## src/hdl/rsl_cfg.svh

```systemverilog
// constants for the reset status and low supply detect block
`ifndef RSL_CFG_SVH
`define RSL_CFG_SVH
`define RSL_ADDR_STATUS      4'h0
`define RSL_ADDR_CTRL        4'h1
`define RSL_ADDR_IRQ_STAT    4'h2
`define RSL_ADDR_IRQ_MASK    4'h3
`define RSL_ADDR_WDT_CTRL    4'h0
`define RSL_BIT_POR          7
`define RSL_BIT_EXT          6
`define RSL_BIT_SMR          5
`define RSL_BIT_WDT          4
`define RSL_BIT_LOWV         0
`define RSL_CTRL_BOD_EN      0
`define RSL_CTRL_XTAL_EN     1
`define RSL_CTRL_SMALL_PKG   2
`define RSL_CTRL_RESET       8'h05
`define RSL_STATUS_RESET     8'h80
`define RSL_WDT_RESET        8'h00
`define RSL_FILT_MIN_NS      100
`define RSL_FILT_CYCLES      ((`RSL_FILT_MIN_NS + 3) / 4)
`define RSL_IRQ_LOWV         0
`define RSL_IRQ_RESET        1
`endif

```

## src/hdl/rsl_pkg.sv

```systemverilog
// types for the reset status and low supply detect block
package rsl_pkg;
    typedef enum logic [1:0] {
        RSL_BUS_IDLE,
        RSL_BUS_ACK
    } rsl_bus_state_t;
endpackage : rsl_pkg

```

## src/hdl/rsl_top.sv

```systemverilog
// reset status, low supply detect and crystal pin override logic
//
// Design decisions made here: the Avalon-MM slave port and the address map.
`timescale 1ns/1ns
`include "rsl_cfg.svh"

// Summary of operation
// in stop state a low external reset pin causes a full system reset.
// low pulses on the reset pin shorter than the minimum width are ignored.
// a low supply raises an interrupt only when that source is enabled.
// low supply detection exists only on the smallest package variant.
// the low supply flag reads one while the supply is below threshold.
// the flag stays one only while the condition persists, then returns to zero.
// software reads never change the low supply flag; of writes, only a control write changing bod_en or small_pkg does.
// the flag is unlatched; transients are caught only by the interrupt path.
// disabling the brownout detector also forces the low supply flag and interrupt off.
// the status register is read-only and reports reset source, stop recovery and watchdog time-out.
// a status read clears its upper four bits after returning them.
// status shares its address with the write-only watchdog control register.
// an enabled crystal oscillator overrides and disables both crystal pins' gpio use.
// upper status flags are set by hardware events and cleared only by a status read.
module rsl_top (
    input  wire logic        clk,               // 250 MHz system clock
    input  wire logic        srst,              // synchronous reset, active high
    input  wire logic [3:0]  avs_address,       // word address
    input  wire logic        avs_read,          // read request
    input  wire logic        avs_write,         // write request
    input  wire logic [31:0] avs_writedata,     // write data
    output logic      [31:0] avs_readdata,      // read data
    output logic             avs_waitrequest,   // stall
    input  wire logic        ext_reset_n,       // external reset pin, active low
    input  wire logic        stop_state,        // device is in stop state
    input  wire logic        supply_low,        // raw detector: supply below threshold
    input  wire logic        por_event,         // power-on reset seen
    input  wire logic        smr_event,         // stop-mode recovery event
    input  wire logic        wdt_timeout,       // watchdog time-out pulse
    input  wire logic [1:0]  gpio_out_in,       // gpio output values of the crystal pins
    input  wire logic [1:0]  gpio_oe_in,        // gpio output enables of the crystal pins
    output logic             sys_reset_req,     // full system reset request
    output logic             irq,               // level interrupt
    output logic             low_supply_flag,   // live low supply indication
    output logic [1:0]       crystal_pin_o,     // drive value for crystal pins
    output logic [1:0]       crystal_pin_oe,    // drive enable for crystal pins
    output logic             xtal_enabled,      // crystal oscillator enable
    output logic [7:0]       wdt_ctrl           // last watchdog control write
);
    // counter wide enough to hold the full filter count
    localparam int FILT_W = $clog2(`RSL_FILT_CYCLES + 1);

    // handshake state and register storage
    rsl_pkg::rsl_bus_state_t bus_state_reg;
    rsl_pkg::rsl_bus_state_t bus_state_next;
    logic [7:0]              ctrl_reg;
    logic [3:0]              src_reg;
    logic [1:0]              irq_stat_reg;
    logic [1:0]              irq_mask_reg;
    logic [FILT_W-1:0]       filt_cnt_reg;
    logic                    rst_pulse_reg;

    // next values of the per-bit flags and pins
    wire  [3:0]              src_next;
    wire  [1:0]              irq_stat_next;
    wire  [1:0]              pin_o_next;
    wire  [1:0]              pin_oe_next;

    // address decodes of the request on the bus
    wire bus_req   = avs_read || avs_write;
    wire bus_take  = bus_state_reg == rsl_pkg::RSL_BUS_IDLE && bus_req;
    wire acc       = bus_state_reg == rsl_pkg::RSL_BUS_ACK;
    wire at_status = avs_address == `RSL_ADDR_STATUS;
    wire at_wdt    = avs_address == `RSL_ADDR_WDT_CTRL;
    wire at_ctrl   = avs_address == `RSL_ADDR_CTRL;
    wire at_istat  = avs_address == `RSL_ADDR_IRQ_STAT;
    wire at_imask  = avs_address == `RSL_ADDR_IRQ_MASK;

    // accesses act only in the answer cycle, so each request acts once
    wire rd_status = acc && avs_read && at_status;
    wire wr_wdt    = acc && avs_write && at_wdt;
    wire wr_ctrl   = acc && avs_write && at_ctrl;
    wire wr_istat  = acc && avs_write && at_istat;
    wire wr_imask  = acc && avs_write && at_imask;

    // control fields
    wire bod_en    = ctrl_reg[`RSL_CTRL_BOD_EN];
    wire xtal_en   = ctrl_reg[`RSL_CTRL_XTAL_EN];
    wire small_pkg = ctrl_reg[`RSL_CTRL_SMALL_PKG];

    // detector exists on the small package only and shares the brownout circuit
    wire lowv_en   = bod_en && small_pkg;
    wire lowv_live = supply_low && lowv_en;

    // glitch filter: a pulse once the pin has been low for the full count
    wire ext_low        = !ext_reset_n && stop_state;
    wire filt_done      = filt_cnt_reg == FILT_W'(`RSL_FILT_CYCLES);
    wire filt_last      = filt_cnt_reg == FILT_W'(`RSL_FILT_CYCLES - 1);
    wire rst_pulse_next = ext_low && filt_last;
    wire [FILT_W-1:0] filt_cnt_next = !ext_low  ? '0
                                    : filt_done ? filt_cnt_reg
                                    : filt_cnt_reg + FILT_W'(1);

    // status byte: sticky sources on top, live flag at the bottom
    wire [3:0] src_event  = {por_event, rst_pulse_reg, smr_event, wdt_timeout};
    wire [3:0] src_clear  = rd_status ? avs_readdata[7:4] : 4'h0;
    wire [7:0] status_val = {src_reg, 3'b000, lowv_live};

    // per source flag; only the bits a read returned are cleared, so an
    // event landing between take and answer is not lost
    generate
        for (genvar i = 0; i < 4; i++) begin : g_src
            assign src_next[i] = (src_reg[i] && !src_clear[i]) || src_event[i];
        end
    endgenerate

    // interrupt sources, bit 0 low supply and bit 1 filtered reset
    wire [1:0] irq_event   = {rst_pulse_reg, lowv_live};
    wire [1:0] istat_clear = wr_istat ? avs_writedata[1:0] : 2'b00;
    wire [1:0] irq_gate    = {1'b1, lowv_en};

    // per interrupt bit; an event beats a write-one clear in the same cycle
    generate
        for (genvar j = 0; j < 2; j++) begin : g_istat
            assign irq_stat_next[j] = (irq_stat_reg[j] && !istat_clear[j]) || irq_event[j];
        end
    endgenerate

    // the mask takes hold one cycle after it is written
    wire irq_next = |(irq_stat_next & irq_mask_reg & irq_gate);

    // crystal owns both pins while enabled; gpio drive is cut off
    generate
        for (genvar k = 0; k < 2; k++) begin : g_pin
            assign pin_o_next[k]  = xtal_en ? 1'b0 : gpio_out_in[k];
            assign pin_oe_next[k] = xtal_en ? 1'b0 : gpio_oe_in[k];
        end
    endgenerate

    // read selection; unmapped addresses read zero
    wire [7:0]  rd_byte    = at_status ? status_val
                           : at_ctrl   ? ctrl_reg
                           : at_istat  ? {6'b000000, irq_stat_reg}
                           : at_imask  ? {6'b000000, irq_mask_reg}
                           : 8'h00;
    wire [31:0] rdata_next = {24'h00_0000, rd_byte};

    // next handshake state: one wait cycle, then one answer cycle;
    // the answer cycle always returns to idle, so requests never overlap
    always_comb begin
        case (bus_state_reg)
            rsl_pkg::RSL_BUS_IDLE: bus_state_next = bus_req ? rsl_pkg::RSL_BUS_ACK : rsl_pkg::RSL_BUS_IDLE;
            default:               bus_state_next = rsl_pkg::RSL_BUS_IDLE;
        endcase
    end

    // handshake state
    always_ff @(posedge clk) begin
        if (srst) begin
            bus_state_reg <= rsl_pkg::RSL_BUS_IDLE;
        end else begin
            bus_state_reg <= bus_state_next;
        end
    end

    // waitrequest drops for the answer cycle only;
    // registered, so every request costs two cycles
    always_ff @(posedge clk) begin
        if (srst) begin
            avs_waitrequest <= 1'b1;
        end else begin
            avs_waitrequest <= !bus_take;
        end
    end

    // read data captured when the request is taken, so the answer cycle
    // sees no mux delay; it holds until the next answer
    always_ff @(posedge clk) begin
        if (srst) begin
            avs_readdata <= 32'h0000_0000;
        end else if (bus_take) begin
            avs_readdata <= rdata_next;
        end
    end

    // filter count restarts on any high sample, so short pulses never finish;
    // it parks at the full count until the pin goes high, one pulse per episode
    always_ff @(posedge clk) begin
        if (srst) begin
            filt_cnt_reg <= '0;
        end else begin
            filt_cnt_reg <= filt_cnt_next;
        end
    end

    // one-cycle pulse at the end of the count
    always_ff @(posedge clk) begin
        if (srst) begin
            rst_pulse_reg <= 1'b0;
        end else begin
            rst_pulse_reg <= rst_pulse_next;
        end
    end

    // sticky source flags; srst is the block's own reset
    // and loads the por flag set and the other three clear
    always_ff @(posedge clk) begin
        if (srst) begin
            src_reg <= 4'(`RSL_STATUS_RESET >> 4);
        end else begin
            src_reg <= src_next;
        end
    end

    // control register; reset leaves the detector on and the crystal off
    // so the low supply path works before software touches it
    always_ff @(posedge clk) begin
        if (srst) begin
            ctrl_reg <= `RSL_CTRL_RESET;
        end else if (wr_ctrl) begin
            ctrl_reg <= avs_writedata[7:0];
        end
    end

    // watchdog control is write-only and never read back
    always_ff @(posedge clk) begin
        if (srst) begin
            wdt_ctrl <= `RSL_WDT_RESET;
        end else if (wr_wdt) begin
            wdt_ctrl <= avs_writedata[7:0];
        end
    end

    // interrupt status, sticky until a write of one
    always_ff @(posedge clk) begin
        if (srst) begin
            irq_stat_reg <= 2'b00;
        end else begin
            irq_stat_reg <= irq_stat_next;
        end
    end

    // interrupt mask; a masked bit still records its event,
    // so unmasking shows it at once
    always_ff @(posedge clk) begin
        if (srst) begin
            irq_mask_reg <= 2'b00;
        end else if (wr_imask) begin
            irq_mask_reg <= avs_writedata[1:0];
        end
    end

    // system reset request, two cycles after the last low sample;
    // one cycle wide, the reset sequencer stretches it
    always_ff @(posedge clk) begin
        if (srst) begin
            sys_reset_req <= 1'b0;
        end else begin
            sys_reset_req <= rst_pulse_reg;
        end
    end

    // level interrupt
    always_ff @(posedge clk) begin
        if (srst) begin
            irq <= 1'b0;
        end else begin
            irq <= irq_next;
        end
    end

    // low supply flag follows the detector one cycle late and never latches;
    // a short dip shows only through the interrupt status
    always_ff @(posedge clk) begin
        if (srst) begin
            low_supply_flag <= 1'b0;
        end else begin
            low_supply_flag <= lowv_live;
        end
    end

    // crystal enable as seen by the oscillator;
    // it follows the control bit one cycle late, like the pin drive
    always_ff @(posedge clk) begin
        if (srst) begin
            xtal_enabled <= 1'b0;
        end else begin
            xtal_enabled <= xtal_en;
        end
    end

    // crystal pin drive values
    always_ff @(posedge clk) begin
        if (srst) begin
            crystal_pin_o <= 2'b00;
        end else begin
            crystal_pin_o <= pin_o_next;
        end
    end

    // crystal pin drive enables
    always_ff @(posedge clk) begin
        if (srst) begin
            crystal_pin_oe <= 2'b00;
        end else begin
            crystal_pin_oe <= pin_oe_next;
        end
    end
endmodule : rsl_top

```

## config.mk

```make
export PLATFORM = sky130hd
export DESIGN_NAME = rsl_top
export DESIGN_NICKNAME = d
export VERILOG_FILES = /design/src/hdl/rsl_pkg.sv /design/src/hdl/rsl_top.sv
export VERILOG_INCLUDE_DIRS = /design/src /design/src/hdl
export SDC_FILE = /design/constraint.sdc
export NUM_CORES = 1
export LEC_CHECK = 0
export ABC_CLOCK_PERIOD_IN_PS = 4800
export BUFFER_PORTS_ARGS = -buffer_cell sky130_fd_sc_hd__buf_2
export CAP_MARGIN = 10
export CORE_UTILIZATION = 50
export CTS_CLUSTER_SIZE = 25
export DETAILED_ROUTE_END_ITERATION = 6
export PLACE_DENSITY_LB_ADDON = 0.12
export SYNTH_ARGS = -nofsm -noshare
export SYNTH_HDL_FRONTEND = slang
export SYNTH_SLANG_ARGS = --single-unit
```

## constraint.sdc

```tcl
create_clock -name clk -period 4.8 [get_ports clk]
set_clock_uncertainty 0.15 [all_clocks]
set_input_delay 0.72 -clock clk [delete_from_list [all_inputs] [get_ports clk]]
set_output_delay 0.72 -clock clk [all_outputs]
set_load 0.01 [all_outputs]
```

==> key figures <==
Status
  • Run status: finished, final reports clean

Yosys
  • Predominant post-synthesis flop cell: dfxtp_1
  • FFs w/ async S/R, synth: 0
  • Post-synth EDFFs: 0
  • Seq/Total Area, Yosys: 0.440
  • Synth unique cells: 42
  • Synth Cell Area: approximately 2200 um^2
  • Syn Area/Cell: between 9 and 10 um^2
  • Warnings, synthesis: 0
  • Cells after Synth: approximately 240
  • #FFs+latches synth: 48

Worst setup path
  • CP Capture Type: flip-flop
  • RR Startpoint: bus_state_reg[0]
  • Worst EP required: between 4000 and 5000 ps
  • Crit path kind: primary input to flip-flop
  • R2R setup slack: approximately 3200 ps
  • Crit path max fanout: 15
  • WP buf/inv: 1
  • Critical Path Slowest Stage Cell: or4_1
  • Critical path arrival: about 2200 ps
  • Crit path largest cell delay: 720 ps
  • Crit path max-delay family: simple AND/OR/NAND/NOR gates
  • Crit start category: primary input
  • Reg-to-reg endpoint: irq
  • Crit-path cells: buf_2, or4_1, or2_1, o21ai_1
  • R2R cell count: 3

STA
  • Max Freq: 466 MHz
  • Final cycle utilization of the critical path: 0.447
  • Fin. Hold Viols: 0
  • Worst slew margin: 0.479
  • Setup TNS: 0 ps
  • Max-slew violation count: 0
  • Final min period: around 2100 ps
  • Final setup viols: 0
  • Final Worst Setup Slack: 2650 ps
  • WHS: between 300 and 400 ps
  • Worst-Margin Slew: 781 ps
  • Unrepaired setup endpoints after global routing: false

Routing
  • Final WL: about 4.2 mm
  • Wire per inst: 12.4 um
  • Routed vias/inst: slightly below 5
  • Residual DRC: 0
  • Drt first pass iters: 4
  • Via Count: 1,667
  • DRT iter0 DRCs: around 120
  • Routed Antenna Nets: 0

Power and ir drop
  • Sw Pwr: between 0.15 and 0.2 mW
  • Peak supply drop: roughly 120 uV
  • Pwr Total: ~0.73 mW
  • Leakage: about 1.1 nW
  • Clock network power share: 0.346
  • Combinational Power Share: 0.092
  • Pint: 0.547 mW
  • Switch share: 0.248
  • Share of power burned in registers: 0.562
  • Power Density: between 200 and 300 nW/um^2

Clock network
  • CTS Buffer Depth: 2
  • Cts hold-fix bufs: 0
  • Clock transition at path regs: 90 ps
  • Clock Latency Late Sink: approximately 300 ps
  • CTS tree: done
  • Clock sink count: 48
  • Cts bufs inserted: 5
  • CTS Root Cell: clkbuf_8
  • Clock H-tree levels: 2
  • Post-CTS setup buffers: 0
  • Post-cts resize count: 0

Global routing
  • First-pass GRT wire length: roughly 6.6 mm
  • All-Layer GR Usage: 0.195
  • Grt total ovfl: 0
  • Number of global-route vias before repair: ~1,400
  • Largest net degree at the start of global routing: slightly above 50
  • Initial antenna violation count: 0

Place
  • Gp weighted congestion: slightly below 0.8
  • DP Worst Slack: 2360 ps
  • Placed Area: 2360 um^2
  • Placed instance count: 330
  • Port-buffer cells: 50
  • Final HPWL DP: 2.95 mm

Finish
  • Area grow syn2layout: 12.2%
  • Layout cell share with drive strength beyond 1: 0.219
  • N_diodes: 0
  • Reg area: approximately 960 um^2
  • Area of the multi-input gates: 1050 um^2
  • Post-layout utilization of the core: 0.600
  • Post-route cell area: 2450 um^2
  • Fin nets: 340
  • Filler cell count: 385
  • Non-Filler Instances: 338

Hold path
  • Worst Hold Path Cells: 2
  • Hold wc startpoint: avs_readdata[3]
  • WHS Endpoint: avs_readdata[3]
  • Worst hold path type: flip-flop to flip-flop

Floorplan
  • Top-level I/O count: between 90 and 100
  • Starting density of the core: 0.535
  • Core box area: roughly 4000 um^2
  • Die width: between 60 and 70 um
  • FP Rows: 23
  • Full die area: 4640 um^2
  • Die Y: between 60 and 70 um

Flow run
  • Max cap viols: 0
## cells by family after synthesis
kind of cell	share of synthesized area
and+or+nand+nor	0.216
DFF	0.440
buffers and inverters	0.121
AOI/OAI and AO/OA	0.104
muxes	0.0847
xor gates and xnor gates	0.0160
adders and majority gates	0.0172
other	0.00172
## cells in the final DEF (no fill, tap or decap), types with 6 or more instances in the layout
cell type	instances
buf_2	50
dfxtp_1	48
conb_1	24
nor2_1	21
nand2b_1	17
mux2i_1	14
nand2_1	11
inv_1	10
o21ai_0	9
a21oi_1	8
nand3_1	8
nor2b_1	8
o21ai_1	8
clkbuf_8	6
## cell usage after synthesis (6+ instances only)
master,n,area share
nor2_1,21,0.036
dfxtp_1,48,0.44
clkbuf_1,6,0.010
buf_4,24,0.082
nand2_1,11,0.019
mux2i_1,14,0.064
a21oi_1,8,0.018
nor2b_1,8,0.023
nand3_1,8,0.018
inv_1,10,0.017
o21ai_0,9,0.021
nand2b_1,17,0.049
o21ai_1,8,0.018
## routing by layer
| layer | GRT usage | wire (um) |
|---|---|---|
| met2 | 0.288 | 1870 |
| met1 | 0.260 | 2000 |
| met5 | 0 | 0 |
| met4 | 0.0859 | 71 |
| met3 | 0.0600 | 246 |
## power by group through the flow
stage	sequential, mW	combinational, mW	clock (mW)
after global routing	0.411	0.0756	0.273
after CTS	0.409	0.0671	0.257
after floorplan	0.421	0.0551	0
after global placement	0.419	0.0663	0
final	0.409	0.0671	0.252
after detailed placement	0.419	0.0667	0
## worst max-delay path by stage
stage | cells past startpoint | to | slack (ps) | startpoint
6_report | 4 | wdt_ctrl[7] | 2650 | avs_address[0]
2_1_floorplan | 5 | wdt_ctrl[0] | 2740 | avs_address[1]
3_3_place_gp | 4 | src_reg[0] | 2370 | avs_address[0]
3_5_place_dp | 4 | src_reg[1] | 2360 | avs_address[0]
4_1_cts | 4 | wdt_ctrl[7] | 2660 | avs_address[0]
5_1_grt | 4 | wdt_ctrl[7] | 2600 | avs_address[0]
## layout make-up
cell class              count  share of cell area
repair buffers             50               0.102
flip-flops and latches     48               0.392
clock inverters             1             0.00306
well taps                  50              0.0255
inverters                  10              0.0153
multi-input cells         172               0.427
clock buffers               7              0.0352
## worst register-to-register path, stage by stage (launching register included)
cell and delay, ps:
dfxtp_1 390, nand2_1 280, or4_1 550, a22o_1 180
Note: power is estimated with default switching activity, not from simulation.
